`config.mk`:
```
export PLATFORM = sky130hd
export DESIGN_NAME = hk_scheduler
export DESIGN_NICKNAME = d
export VERILOG_FILES = /design/src/logic/hk_pkg.sv /design/src/logic/hk_req_if.sv /design/src/logic/hk_interval.sv /design/src/logic/hk_scheduler.sv
export SDC_FILE = /design/constraint.sdc
export NUM_CORES = 1
export LEC_CHECK = 0
export BUFFER_PORTS_ARGS = -buffer_cell sky130_fd_sc_hd__buf_2
export CORE_AREA = 4 4 140 142
export CTS_CLUSTER_SIZE = 40
export DETAILED_ROUTE_END_ITERATION = 6
export DIE_AREA = 0 0 144 146
export PLACE_DENSITY = 0.59
export SYNTH_ARGS = -nofsm -noshare
export SYNTH_HDL_FRONTEND = slang
export SYNTH_SLANG_ARGS = --single-unit
export TNS_END_PERCENT = 10
```
`constraint.sdc`:
```
create_clock -name ref_clk -period 8.15 [get_ports ref_clk]
set_clock_uncertainty 0.15 [all_clocks]
set_input_delay 0.4075 -clock ref_clk [delete_from_list [all_inputs] [get_ports ref_clk]]
set_output_delay 0.4075 -clock ref_clk [all_outputs]
set_load 0.02 [all_outputs]
```
`src/logic/hk_pkg.sv`:
```
// package with register map, fields and timing for the housekeeping scheduler
// Behaviour
// - rtc_run_enable keeps measurements running in low power
// - ext voltage period bits 5-4: none/8/2/1 min
// - battery period bits 3-2: none/16/4/1 min
// - temperature period bits 1-0: none/8/2/1 min
// - temperature delta bits 5-3: 000 never, 1, 2 LSB
// - temperature codes 3 to 6 LSB, 111 always
// - ext voltage delta bits 2-0, same coding
// - start bit set by software, cleared on accept
package hk_pkg;
  localparam logic [7:0] ADDR_TEMPERATURE_RESULT = 8'hd7;
  localparam logic [7:0] ADDR_MEASUREMENT_START  = 8'hd8;
  localparam logic [7:0] ADDR_BATTERY_RESULT     = 8'hdf;
  localparam logic [7:0] ADDR_EXT_VOLTAGE_RESULT = 8'hef;
  localparam logic [7:0] ADDR_DELTA_THRESHOLD    = 8'hf3;
  localparam logic [7:0] ADDR_STROBE_PERIOD      = 8'hf9;
  localparam logic [7:0] ADDR_BATTERY_THRESHOLD  = 8'hfa;
  localparam logic [7:0] ADDR_RTC_CONFIG         = 8'ha1;
  // field positions
  localparam int EXT_PERIOD_LSB  = 4;
  localparam int BAT_PERIOD_LSB  = 2;
  localparam int TEMP_PERIOD_LSB = 0;
  localparam int TEMP_DELTA_LSB  = 3;
  localparam int EXT_DELTA_LSB   = 0;
  localparam int START_EXT_BIT   = 2;
  localparam int START_TEMP_BIT  = 1;
  localparam int START_BAT_BIT   = 0;
  localparam int RTC_RUN_BIT     = 0;
  localparam logic [7:0] START_MASK   = 8'h07;
  localparam logic [7:0] PERIOD_MASK  = 8'h3f;
  localparam logic [7:0] DELTA_MASK   = 8'h3f;
  localparam logic [7:0] RESET_VALUE  = 8'h00;
  localparam logic [2:0] DELTA_NEVER  = 3'h0;
  localparam logic [2:0] DELTA_ALWAYS = 3'h7;
  // quantity indices
  localparam int Q_BAT  = 0;
  localparam int Q_TEMP = 1;
  localparam int Q_EXT  = 2;
  // timing
  localparam longint CLK_HZ        = 250_000_000;
  localparam longint SEC_PER_MIN   = 60;
  localparam longint MINUTE_CYCLES = CLK_HZ * SEC_PER_MIN;
  // interval in minutes for codes 01, 10, 11
  localparam int EXT_MIN_C1  = 8;
  localparam int EXT_MIN_C2  = 2;
  localparam int BAT_MIN_C1  = 16;
  localparam int BAT_MIN_C2  = 4;
  localparam int TEMP_MIN_C1 = 8;
  localparam int TEMP_MIN_C2 = 2;
  localparam int MIN_C3      = 1;
endpackage

```
`src/logic/hk_req_if.sv`:
```
// interface carrying one quantity's tick, period settings, run and due flag between modules
`timescale 1ns/100ps
interface hk_req_if;
  logic       tick;
  logic [1:0] period;
  logic [4:0] minutes_c1;
  logic [4:0] minutes_c2;
  logic       run;
  logic       due;
  modport ctrl (output tick, period, minutes_c1, minutes_c2, run,
                input  due);
  modport sched (input tick, period, minutes_c1, minutes_c2, run,
                 output due);
endinterface

```
`src/logic/hk_interval.sv`:
```
// interval counter of one quantity in whole minutes
`timescale 1ns/100ps
module hk_interval (
  // clocking
  input  wire logic ref_clk,
  input  wire logic srst,
  input  wire logic clk_en,
  // control
  hk_req_if.sched   req
);
  logic [4:0] min_cnt_reg;
  logic [4:0] limit;

  always_comb begin
    case (req.period)
      2'h1:    limit = req.minutes_c1;
      2'h2:    limit = req.minutes_c2;
      2'h3:    limit = 5'(hk_pkg::MIN_C3);
      default: limit = 5'h0;
    endcase
  end

  // restart from zero whenever the period is off so a new choice counts fully
  always_ff @(posedge ref_clk) begin
    if (srst || req.period == 2'h0) begin
      min_cnt_reg <= 5'h0;
    end else if (clk_en && req.run && req.tick) begin
      if (min_cnt_reg + 5'h1 >= limit) begin
        min_cnt_reg <= 5'h0;
      end else begin
        min_cnt_reg <= min_cnt_reg + 5'h1;
      end
    end
  end

  assign req.due = (req.period != 2'h0) && req.run && req.tick &&
                   (min_cnt_reg + 5'h1 >= limit);
endmodule

```
`src/logic/hk_scheduler.sv`:
```
// housekeeping measurement scheduler with delta interrupt filter
`timescale 1ns/100ps
module hk_scheduler #(
  parameter longint MINUTE_CYCLES = hk_pkg::MINUTE_CYCLES
) (
  // clocking
  input  wire logic       ref_clk,
  input  wire logic       srst,
  input  wire logic       clk_en,
  // special function register port
  input  wire logic [7:0] sfr_addr,
  input  wire logic       sfr_wr,
  input  wire logic [7:0] sfr_wdata,
  output logic      [7:0] sfr_rdata,
  // power state
  input  wire logic       low_power_mode_one,
  input  wire logic       low_power_mode_two,
  // shared adc
  output logic      [2:0] adc_req,
  input  wire logic [2:0] adc_ack,
  input  wire logic [2:0] adc_done,
  input  wire logic [7:0] adc_result,
  // core interrupt events
  output logic            temp_change_irq,
  output logic            ext_change_irq
);
  logic [7:0]  strobe_period_config_reg;
  logic [7:0]  delta_threshold_config_reg;
  logic [7:0]  measurement_start_reg;
  logic [7:0]  battery_threshold_config_reg;
  logic [7:0]  rtc_config_register_reg;
  logic [7:0]  temperature_result_reg;
  logic [7:0]  battery_result_reg;
  logic [7:0]  ext_voltage_result_reg;
  logic [7:0]  temp_last_irq_reg;
  logic [7:0]  ext_last_irq_reg;
  logic [2:0]  pending_reg;
  logic [35:0] cyc_cnt_reg;
  logic        minute_tick;
  logic        run;
  logic [2:0]  due;
  logic [2:0]  sw_start;
  logic        temp_hit;
  logic        ext_hit;

  localparam logic [35:0] MIN_LAST = 36'(MINUTE_CYCLES - 1);

  // low power only halts the schedule unless the rtc keeps running
  assign run = !(low_power_mode_one || low_power_mode_two) ||
               rtc_config_register_reg[hk_pkg::RTC_RUN_BIT];

  always_ff @(posedge ref_clk) begin
    if (srst) begin
      cyc_cnt_reg <= 36'h0_0000_0000;
    end else if (clk_en && run) begin
      cyc_cnt_reg <= minute_tick ? 36'h0_0000_0000 : cyc_cnt_reg + 36'h1;
    end
  end
  assign minute_tick = (cyc_cnt_reg == MIN_LAST);

  hk_req_if bat_if ();
  hk_req_if tmp_if ();
  hk_req_if ext_if ();

  assign ext_if.period = strobe_period_config_reg[
    hk_pkg::EXT_PERIOD_LSB +: 2];
  assign ext_if.minutes_c1 = 5'(hk_pkg::EXT_MIN_C1);
  assign ext_if.minutes_c2 = 5'(hk_pkg::EXT_MIN_C2);
  assign bat_if.period = strobe_period_config_reg[
    hk_pkg::BAT_PERIOD_LSB +: 2];
  assign bat_if.minutes_c1 = 5'(hk_pkg::BAT_MIN_C1);
  assign bat_if.minutes_c2 = 5'(hk_pkg::BAT_MIN_C2);
  assign tmp_if.period = strobe_period_config_reg[
    hk_pkg::TEMP_PERIOD_LSB +: 2];
  assign tmp_if.minutes_c1 = 5'(hk_pkg::TEMP_MIN_C1);
  assign tmp_if.minutes_c2 = 5'(hk_pkg::TEMP_MIN_C2);
  assign bat_if.tick = minute_tick;
  assign tmp_if.tick = minute_tick;
  assign ext_if.tick = minute_tick;
  assign bat_if.run = run;
  assign tmp_if.run = run;
  assign ext_if.run = run;

  hk_interval u_bat (
    .ref_clk (ref_clk),
    .srst    (srst),
    .clk_en  (clk_en),
    .req     (bat_if.sched)
  );
  hk_interval u_tmp (
    .ref_clk (ref_clk),
    .srst    (srst),
    .clk_en  (clk_en),
    .req     (tmp_if.sched)
  );
  hk_interval u_ext (
    .ref_clk (ref_clk),
    .srst    (srst),
    .clk_en  (clk_en),
    .req     (ext_if.sched)
  );
  assign due = {ext_if.due, tmp_if.due, bat_if.due};

  always_ff @(posedge ref_clk) begin
    if (srst) begin
      strobe_period_config_reg     <= hk_pkg::RESET_VALUE;
      delta_threshold_config_reg   <= hk_pkg::RESET_VALUE;
      battery_threshold_config_reg <= hk_pkg::RESET_VALUE;
      rtc_config_register_reg      <= hk_pkg::RESET_VALUE;
    end else if (clk_en && sfr_wr) begin
      case (sfr_addr)
        hk_pkg::ADDR_STROBE_PERIOD:
          strobe_period_config_reg <= sfr_wdata & hk_pkg::PERIOD_MASK;
        hk_pkg::ADDR_DELTA_THRESHOLD:
          delta_threshold_config_reg <= sfr_wdata & hk_pkg::DELTA_MASK;
        hk_pkg::ADDR_BATTERY_THRESHOLD:
          battery_threshold_config_reg <= sfr_wdata;
        hk_pkg::ADDR_RTC_CONFIG:
          rtc_config_register_reg <= sfr_wdata;
        default: ;
      endcase
    end
  end

  // start bits: software sets, adc acceptance clears; a new write wins
  assign sw_start = (sfr_wr && sfr_addr == hk_pkg::ADDR_MEASUREMENT_START)
                    ? sfr_wdata[2:0] : 3'h0;
  always_ff @(posedge ref_clk) begin
    if (srst) begin
      measurement_start_reg <= hk_pkg::RESET_VALUE;
    end else if (clk_en) begin
      measurement_start_reg[2:0] <= (measurement_start_reg[2:0] &
                                     ~adc_ack) | sw_start;
    end
  end

  // background requests wait here until the adc accepts them
  always_ff @(posedge ref_clk) begin
    if (srst) begin
      pending_reg <= 3'h0;
    end else if (clk_en) begin
      pending_reg <= (pending_reg & ~adc_ack) | due;
    end
  end
  assign adc_req = pending_reg | measurement_start_reg[2:0];

  function automatic logic delta_hit(input logic [2:0] code,
                                     input logic [7:0] now,
                                     input logic [7:0] last);
    logic [7:0] diff;
    diff = (now > last) ? now - last : last - now;
    if (code == hk_pkg::DELTA_NEVER) begin
      delta_hit = 1'b0;
    end else if (code == hk_pkg::DELTA_ALWAYS) begin
      delta_hit = 1'b1;
    end else begin
      delta_hit = diff >= {5'h0, code};
    end
  endfunction

  assign temp_hit = adc_done[hk_pkg::Q_TEMP] && delta_hit(
    delta_threshold_config_reg[hk_pkg::TEMP_DELTA_LSB +: 3],
    adc_result, temp_last_irq_reg);
  assign ext_hit = adc_done[hk_pkg::Q_EXT] && delta_hit(
    delta_threshold_config_reg[hk_pkg::EXT_DELTA_LSB +: 3],
    adc_result, ext_last_irq_reg);

  // results may also be written by software, as the registers are R/W
  always_ff @(posedge ref_clk) begin
    if (srst) begin
      temperature_result_reg <= hk_pkg::RESET_VALUE;
      battery_result_reg     <= hk_pkg::RESET_VALUE;
      ext_voltage_result_reg <= hk_pkg::RESET_VALUE;
      temp_last_irq_reg      <= hk_pkg::RESET_VALUE;
      ext_last_irq_reg       <= hk_pkg::RESET_VALUE;
      temp_change_irq        <= 1'b0;
      ext_change_irq         <= 1'b0;
    end else if (clk_en) begin
      temp_change_irq <= temp_hit;
      ext_change_irq  <= ext_hit;
      if (adc_done[hk_pkg::Q_TEMP]) begin
        temperature_result_reg <= adc_result;
      end else if (sfr_wr && sfr_addr == hk_pkg::ADDR_TEMPERATURE_RESULT) begin
        temperature_result_reg <= sfr_wdata;
      end
      if (adc_done[hk_pkg::Q_BAT]) begin
        battery_result_reg <= adc_result;
      end else if (sfr_wr && sfr_addr == hk_pkg::ADDR_BATTERY_RESULT) begin
        battery_result_reg <= sfr_wdata;
      end
      if (adc_done[hk_pkg::Q_EXT]) begin
        ext_voltage_result_reg <= adc_result;
      end else if (sfr_wr && sfr_addr == hk_pkg::ADDR_EXT_VOLTAGE_RESULT) begin
        ext_voltage_result_reg <= sfr_wdata;
      end
      if (temp_hit) begin
        temp_last_irq_reg <= adc_result;
      end
      if (ext_hit) begin
        ext_last_irq_reg <= adc_result;
      end
    end
  end

  always_ff @(posedge ref_clk) begin
    if (srst) begin
      sfr_rdata <= 8'h00;
    end else if (clk_en) begin
      case (sfr_addr)
        hk_pkg::ADDR_TEMPERATURE_RESULT: sfr_rdata <= temperature_result_reg;
        hk_pkg::ADDR_MEASUREMENT_START:  sfr_rdata <= measurement_start_reg;
        hk_pkg::ADDR_BATTERY_RESULT:     sfr_rdata <= battery_result_reg;
        hk_pkg::ADDR_EXT_VOLTAGE_RESULT: sfr_rdata <= ext_voltage_result_reg;
        hk_pkg::ADDR_DELTA_THRESHOLD:
          sfr_rdata <= delta_threshold_config_reg;
        hk_pkg::ADDR_STROBE_PERIOD:     sfr_rdata <= strobe_period_config_reg;
        hk_pkg::ADDR_BATTERY_THRESHOLD:
          sfr_rdata <= battery_threshold_config_reg;
        hk_pkg::ADDR_RTC_CONFIG:        sfr_rdata <= rtc_config_register_reg;
        default:                        sfr_rdata <= 8'h00;
      endcase
    end
  end
endmodule

```
==> run summary, run 1 <==
FF+latch area: 2700 um^2
Max-capacitance violation count: 0
Seq/Total Area, Yosys: 33.4%
Number of distinct library cells after synthesis: 71
Maximum level of the CTS H-tree: 4
RSZ-0062 raised after global routing: false
Number of clock sinks: 135
Yosys top cell area share: 33.4%
Warnings, synthesis: 0
Longest individual stage delay on the worst path: 0.45 ns
Total length of routed wires: 19.8 mm
Count of final setup violators: 0
Max FO, Critical Path: 8
Layout filler cell count: 1783
Proportion of synthesized flip-flops having asynchronous set or reset: 0%
Worst Setup Path Type: reg -> reg
Routed Antenna Nets: 0
Cell area after synthesis: 8080 um^2
Post-detailed-route via-to-cell ratio: 5.47
Largest buffer count on any clock path: 2
Per-instance average area after synthesis: 8.46 um^2
Largest cells by area after synthesis: dfxtp_1 (33%), mux2i_1 (9.5%), ha_1 (7.6%)
Number of global-route vias before repair: 6315
Peak ir drop on the vdd network: 163 uV
Final setup slack of the worst path: 3.98 ns
Worst r2r path cells: 15
Hold Startpoint: sfr_wdata[7]
Clock transition at path regs: 0.06 ns
Multi-input combinational cell area: 5030 um^2
Rows: 50
Placer Congestion: 0.849
Chip width: 144 um
Area added between synthesis and finish: 12.3%
Commonest cells in the synthesized netlist: nor2_1 (143), dfxtp_1 (135), mux2i_1 (77)
Pwr per Cell Area: 178 nW/um^2
Count of endpoints failing hold in the final timing report: 0
Share of the clock period used by the worst path after layout: 51.1%
Chain of cells forming the critical path: ha_1 > nand3_1 > a21oi_1 > nor2_1 > a21oi_1 > mux2_2 > ha_1 > o21ai_0 > a21oi_1 > or3_1 > a2111oi_0 > o211ai_1 > o211ai_1 > buf_4 > mux2i_1
Total of buffers placed on input and output ports: 48
Maximum number of pins on one net before global-route repair: 99
Ant. Diodes: 0
Cell occurring most often along the worst timing path: a21oi_1
Final hold slack: 0.154 ns
Nets@finish: 1070
Sum of negative setup slack: 0 ns
Required time of the worst setup path: 8.36 ns
Minimum setup slack after placement: 3.60 ns
Number of buffers inserted during clock tree synthesis: 17
Boundary pin count: 49
Post-CTS Setup Repair Bufs: 0
Worst reg-to-reg setup slack: 3.98 ns
Fmax achieved: 0.240 GHz
Placeable Area: 18500 um^2
Vias after detailed routing: 6706
Detailed router's first-iteration violation count: 392
Most frequent cell after synthesis: nor2_1
Detailed-router iteration count before antenna repair: 5
Post-synth top flop: dfxtp_1
Lkg Pwr: 0.00351 uW
Result of the run: finished, final reports clean
Clock Latency Late Sink: 0.43 ns
Power, Total: 1620 uW
CP max-delay cell: ha_1
Number of enable flip-flop cells after synthesis: 0
Startpoint type of the worst setup path: register
Worst r2r src: ext_last_irq_reg[3]
Global-route usage over all layers: 19.4%
Number of cells upsized or downsized after cts: 0
Number of instances in the placed design: 1196
Time the worst path needs with I/O delays and setup: 4.17 ns
Routed len/inst: 16.1 um
Grt ovf: 0
Gate count of the mapped netlist: 955
Slew margin rel.: 21.0%
Pin slew with the least headroom to its limit: 1.18 ns
Hold path endpoint: battery_threshold_config_reg[7]
Y dimension of the die: 146 um
Global-route wire length before repair: 32.6 mm
Worst Hold Class: in -> reg
Largest register FFs: 36
Nature of the critical path endpoint: register
Number of flip-flops and latches in the synthesized netlist: 135
Share of final-layout standard cells stronger than drive strength 1: 11.2%
Post-DP HPWL: 14.3 mm
Number of antenna violations at the first check in global routing: 1
Net count after synthesis: 1044
CTS tree: yes
Starting density of the core: 43.8%
Synth area leader: dfxtp_1
Max-slew violation count: 0
Root Driver: clkbuf_16
DRC Markers: 0
Arrival time of data at the critical path endpoint: 4.38 ns
RR Endpoint: ext_last_irq_reg[6]
Full die area: 21000 um^2
Hold buffers post-CTS: 0
Post-route insts no fill: 1226
Hold Crit Depth: 3
## placed cells by master (no fill, tap or decap), drive strengths merged, types with 7 or more instances in the layout
cell	netlist	layout
nor4	9	9
nor2b	18	18
a22oi	13	13
o21ai	21	21
nand4	16	16
nand2	38	38
buf	11	52
inv	45	46
ha	49	49
mux2i	77	77
nand2b	41	41
a21oi	66	66
a211oi	18	18
a21o	7	7
dfxtp	135	135
nand3	37	37
nor2	146	146
xor2	28	28
clkbuf	34	19
and3	9	9
nor3	14	14
xnor2	27	27
## final cells by class
| cell class | instances | share of cell area (%) |
|---|---|---|
| multi-input cells | 730 | 55.4 |
| flip-flops and latches | 135 | 29.8 |
| clock buffers | 19 | 4.77 |
| well taps | 234 | 3.23 |
| repair buffers | 52 | 2.98 |
| clock inverters | 11 | 1.94 |
| inverters | 45 | 1.86 |
## stage by stage
| step | util [%] | area, um^2 |
|---|---|---|
| 2_1_floorplan | - | 8080 |
| 3_3_place_gp | 45.9 | 8460 |
| 3_5_place_dp | 45.9 | 8460 |
| 4_1_cts | 49.2 | 9070 |
| 5_1_grt | 49.2 | 9070 |
| 6_report | 49.2 | 9070 |
## metal layers
metal  GRT usage [%]  vias to the layer above  share of wire [%]
li1                -                     3405                  -
met1            26.5                     3147                 47
met2            30.9                      125                 47
met3            3.68                       27                4.1
met4            5.93                        2                1.5
met5               0                        -              0.066
## worst max-delay path by stage
stage | slack, ns | start | end
floorplan | 4.31 | adc_result[5] | ext_last_irq_reg[0]
global placement | 3.70 | adc_result[6] | ext_last_irq_reg[6]
detailed placement | 3.60 | adc_result[6] | ext_last_irq_reg[6]
CTS | 3.95 | ext_last_irq_reg[3] | ext_last_irq_reg[6]
global route | 3.61 | ext_last_irq_reg[3] | ext_last_irq_reg[6]
finish | 3.98 | ext_last_irq_reg[3] | ext_last_irq_reg[6]
## worst max-delay path, delay by kind of cell, from the launching register on
kind            cells  cell delay (ns)
buf+inv             1             0.28
flops               1             0.33
compound gates      7             1.47
mux                 2             0.57
fa+ha+maj           2             0.72
simple gates        3             0.58
## cell families after synthesis
| family | after synthesis | share of synthesized area (%) |
|---|---|---|
| compound gates | 177 | 14.4 |
| fa+ha+maj | 53 | 8.58 |
| flops | 135 | 33.4 |
| mux | 82 | 10.2 |
| simple gates | 363 | 23.1 |
| buf+inv | 90 | 4.32 |
| xor+xnor | 55 | 5.96 |
## report_power, final
group          switching (uW)  internal [uW]
registers                4.41            668
logic                    84.9           50.1
clock network             300            510
No activity file was read; power rests on OpenSTA's default activity.
==> run 2: changes to the inputs <==
--- a/config.mk
+++ b/config.mk
@@ -5,12 +5,13 @@
 export SDC_FILE = /design/constraint.sdc
 export NUM_CORES = 1
 export LEC_CHECK = 0
+export ABC_AREA = 1
 export BUFFER_PORTS_ARGS = -buffer_cell sky130_fd_sc_hd__buf_2
-export CORE_AREA = 4 4 140 142
+export CORE_AREA = 4 4 144 146
 export CTS_CLUSTER_SIZE = 40
 export DETAILED_ROUTE_END_ITERATION = 6
-export DIE_AREA = 0 0 144 146
-export PLACE_DENSITY = 0.59
+export DIE_AREA = 0 0 148 150
+export PLACE_DENSITY = 0.62
 export SYNTH_ARGS = -nofsm -noshare
 export SYNTH_HDL_FRONTEND = slang
 export SYNTH_SLANG_ARGS = --single-unit
==> constraint.sdc (replaced) <==
create_clock -name ref_clk -period 3.5 [get_ports ref_clk]
set_clock_uncertainty 0.15 [all_clocks]
set_input_delay 0.175 -clock ref_clk [delete_from_list [all_inputs] [get_ports ref_clk]]
set_output_delay 0.175 -clock ref_clk [all_outputs]
set_load 0.02 [all_outputs]
==> run 2 against run 1 <==
Compared with the run above:
- sequential share of layout area decreased by 2.8 points
- first-iteration DRC count up 57%
- fmax is 28% higher
- combinational power grew to 2.9 times the previous value
- routed wire length grew 24%
- global-route usage grew 3.1 points
- synthesized cell count is 38% higher
- worst hold slack got worse by 0.14 ns
- clock power up 110%
- flip-flop and latch count stayed put
- critical endpoint is now ext_last_irq_reg[0]
- highest routed layer is now met4
==> run summary, run 2 <==
Post-detailed-route via-to-cell ratio: 5.15 (-5.9%)
Number of distinct library cells after synthesis: 59 (-17%)
Detailed router's first-iteration violation count: 617 (+57%)
Rows: 51 (+2.0%)
Proportion of synthesized flip-flops having asynchronous set or reset: 0% (unchanged)
Cell area after synthesis: 8680 um^2 (+7.4%)
Worst setup path endpoint: ext_last_irq_reg[0]
Required time of the worst setup path: 3.66 ns (-4.70 ns)
Pin slew with the least headroom to its limit: 0.763 ns (-0.413 ns)
Slew margin rel.: 49.1% (+28 points)
Net count after synthesis: 1404 (+34%)
Worst Setup Path Type: reg -> reg
Maximum level of the CTS H-tree: 4 (unchanged)
Number of buffers inserted during clock tree synthesis: 17 (unchanged)
Max-capacitance violation count: 0 (unchanged)
Sum of negative setup slack: 0 ns (unchanged)
Most frequent standard cell in the layout excluding fill and tap cells: nand2_1
Peak ir drop on the vdd network: 324 uV (+99%)
Arrival time of data at the critical path endpoint: 3.43 ns (-0.95 ns)
Largest buffer count on any clock path: 2 (unchanged)
Gate count of the mapped netlist: 1315 (+38%)
Launch point of the critical path: ext_last_irq_reg[0]
Max FO, Critical Path: 8 (unchanged)
Routed Antenna Nets: 0 (unchanged)
Nature of the critical path endpoint: register
Layout filler cell count: 1987 (+11%)
Time the worst path needs with I/O delays and setup: 3.26 ns (-0.905 ns)
RSZ-0062 raised after global routing: false
Boundary pin count: 49 (unchanged)
Most frequent cell after synthesis: nand2_1
Commonest cells in the synthesized netlist: nand2_1 (299), inv_1 (179), a21oi_1 (152)
Maximum number of pins on one net before global-route repair: 54 (-45%)
Total length of routed wires: 24.5 mm (+24%)
Placer Congestion: 0.954 (+12%)
Count of final setup violators: 0 (unchanged)
Total of buffers placed on input and output ports: 48 (unchanged)
Result of the run: finished, final reports clean
Detailed-router iteration count before antenna repair: 5 (unchanged)
RR Endpoint: ext_last_irq_reg[0]
Seq/Total Area, Yosys: 31.2% (-2.3 points)
Largest cells by area after synthesis: dfxtp_1 (31%), nand2_1 (13%), a21oi_1 (8.8%)
Count of endpoints failing hold in the final timing report: 0 (unchanged)
Nets@finish: 1473 (+38%)
Chip width: 148 um (+2.8%)
Area added between synthesis and finish: 15.3%
Y dimension of the die: 150 um (+2.7%)
Routed len/inst: 14.8 um (-8.6%)
Per-instance average area after synthesis: 6.60 um^2 (-22%)
Startpoint type of the worst setup path: register
Clock transition at path regs: 0.06 ns (about the same)
Number of flip-flops and latches in the synthesized netlist: 135 (unchanged)
Full die area: 22200 um^2 (+5.6%)
Worst r2r src: ext_last_irq_reg[0]
Yosys top cell area share: 31.2% (-2.3 points)
Global-route usage over all layers: 22.5% (+3.1 points)
Worst Hold Class: in -> reg
Placeable Area: 19400 um^2 (+5.1%)
Post-synth top flop: dfxtp_1
Commonest cells after routing, fill and taps aside: nand2_1 (299), inv_1 (178), a21oi_1 (152)
Core occupancy in the finished layout: 51.6% (+2.4 points)
Post-DP HPWL: 18.4 mm (+28%)
Pwr per Cell Area: 369 nW/um^2 (+110%)
Warnings, synthesis: 0 (unchanged)
Number of clock sinks: 135 (unchanged)
Share of final-layout standard cells stronger than drive strength 1: 11.3% (+0.12 points)
Largest register FFs: 36 (unchanged)
Number of global-route vias before repair: 7962 (+26%)
Starting density of the core: 44.7% (+0.93 points)
Synth area leader: dfxtp_1
Clock Latency Late Sink: 0.43 ns (about the same)
Worst reg-to-reg setup slack: 0.24 ns (-3.75 ns)
Share of the clock period used by the worst path after layout: 93.2% (+42 points)
Root Driver: clkbuf_16
Number of antenna violations at the first check in global routing: 1 (unchanged)
Worst r2r path cells: 18 (+3)
Max-slew violation count: 0 (unchanged)
Fmax achieved: 0.306 GHz (+28%)
Vias after detailed routing: 8564 (+28%)
Lkg Pwr: 0.00423 uW (+20%)
Power, Total: 3700 uW (+130%)
Number of enable flip-flop cells after synthesis: 0 (unchanged)
CTS tree: yes
Grt ovf: 0 (unchanged)
Global-route wire length before repair: 40.5 mm (+24%)
DRC Markers: 0 (unchanged)
==> run 2: cell types whose count changed in the layout (fill, tap and decap cells not counted), sizes merged, moves of 19 or more <==
cell / delta
nand2: +270
inv: +147
a21oi: +87
mux2i: -77
o21ai: +58
nand3: +47
nand2b: -41
nor3: +26
xor2: -22
buf: +19
xnor2: -19
==> run 2: power by group <==
part	total, uW	switching, uW	leakage, uW	internal (uW)
logic	386	253	0.00286	133
clock network	1740	786	0.000276	956
registers	1570	10.9	0.00109	1560
total	3700	1050	0.00423	2650
==> run 2: logic make-up after synthesis <==
group                      Yosys count  synth area share (%)
adders and majority gates           53                  7.99
buffers and inverters              225                  10.4
and+or+nand+nor                    610                  31.4
xor gates and xnor gates            14                  1.41
AOI/OAI and AO/OA                  278                  17.6
DFF                                135                  31.2
==> run 2: timing repair <==
action | CTS | global route
setup endpoints to repair | 0 | 18
endpoints found under the hold margin | 28 | 0
resized for setup | 0 | 8
setup buffers | 0 | 1
hold buffers | 15 | 0
==> run 2: how the worst min path moves through the flow <==
stage	slack [ns]	to	cells past startpoint	from
2_1_floorplan	0.17	measurement_start_reg[0]	2	sfr_wdata[0]
3_3_place_gp	0.29	battery_threshold_config_reg[3]	2	battery_threshold_config_reg[3]
3_5_place_dp	0.30	battery_threshold_config_reg[3]	2	battery_threshold_config_reg[3]
4_1_cts	0.005	measurement_start_reg[2]	5	sfr_wr
5_1_grt	0.03	battery_result_reg[7]	3	adc_result[7]
6_report	0.01	measurement_start_reg[2]	5	sfr_wr
==> run 2: routing by layer <==
metal,vias up,global-route usage [%],part of all wire [%]
met5,-,0,0
met4,0,6.70,1.9
met2,221,36.3,46
met3,36,3.69,4.9
li1,4476,-,-
met1,3831,30.9,47
==> run 2: final cells by class <==
cell class,count,area (um^2),share of cell area (%)
multi-input combinational,957,5130,51.3
sequential,135,2700,27.0
inverter,187,706,7.05
timing repair buffer,86,563,5.63
clock buffer,18,439,4.39
tap,265,332,3.31
clock inverter,14,130,1.30
antenna,1,2.50,0.0250
==> run 2: critical path, stage by stage (launching register included) <==
cell and delay, ns:
dfxtp_1 0.35, ha_1 0.15, inv_1 0.07, fa_1 0.39, nand3_1 0.11, nand2_1 0.10, a21oi_1 0.15, nand2_1 0.07
nand2_1 0.12, inv_2 0.07, o21ai_1 0.15, xnor2_1 0.14, inv_1 0.06, ha_1 0.30, a211oi_4 0.27, buf_4 0.18
nand3_4 0.13, a21oi_1 0.15, nor2_1 0.06
==> run 2: through the flow <==
step / instances / hold slack, ns / setup slack [ns] / area [um^2]
after CTS: 1659 / 0.00504 / 0.148 / 9930
final: 1663 / 0.0144 / 0.236 / 10000
after detailed placement: 1612 / 0.296 / 0.0510 / 9220
after floorplan: 1315 / 0.168 / 0.376 / 8680
after global routing: 1663 / 0.0261 / 0.0206 / 10000
after global placement: 1612 / 0.289 / 0.129 / 9220
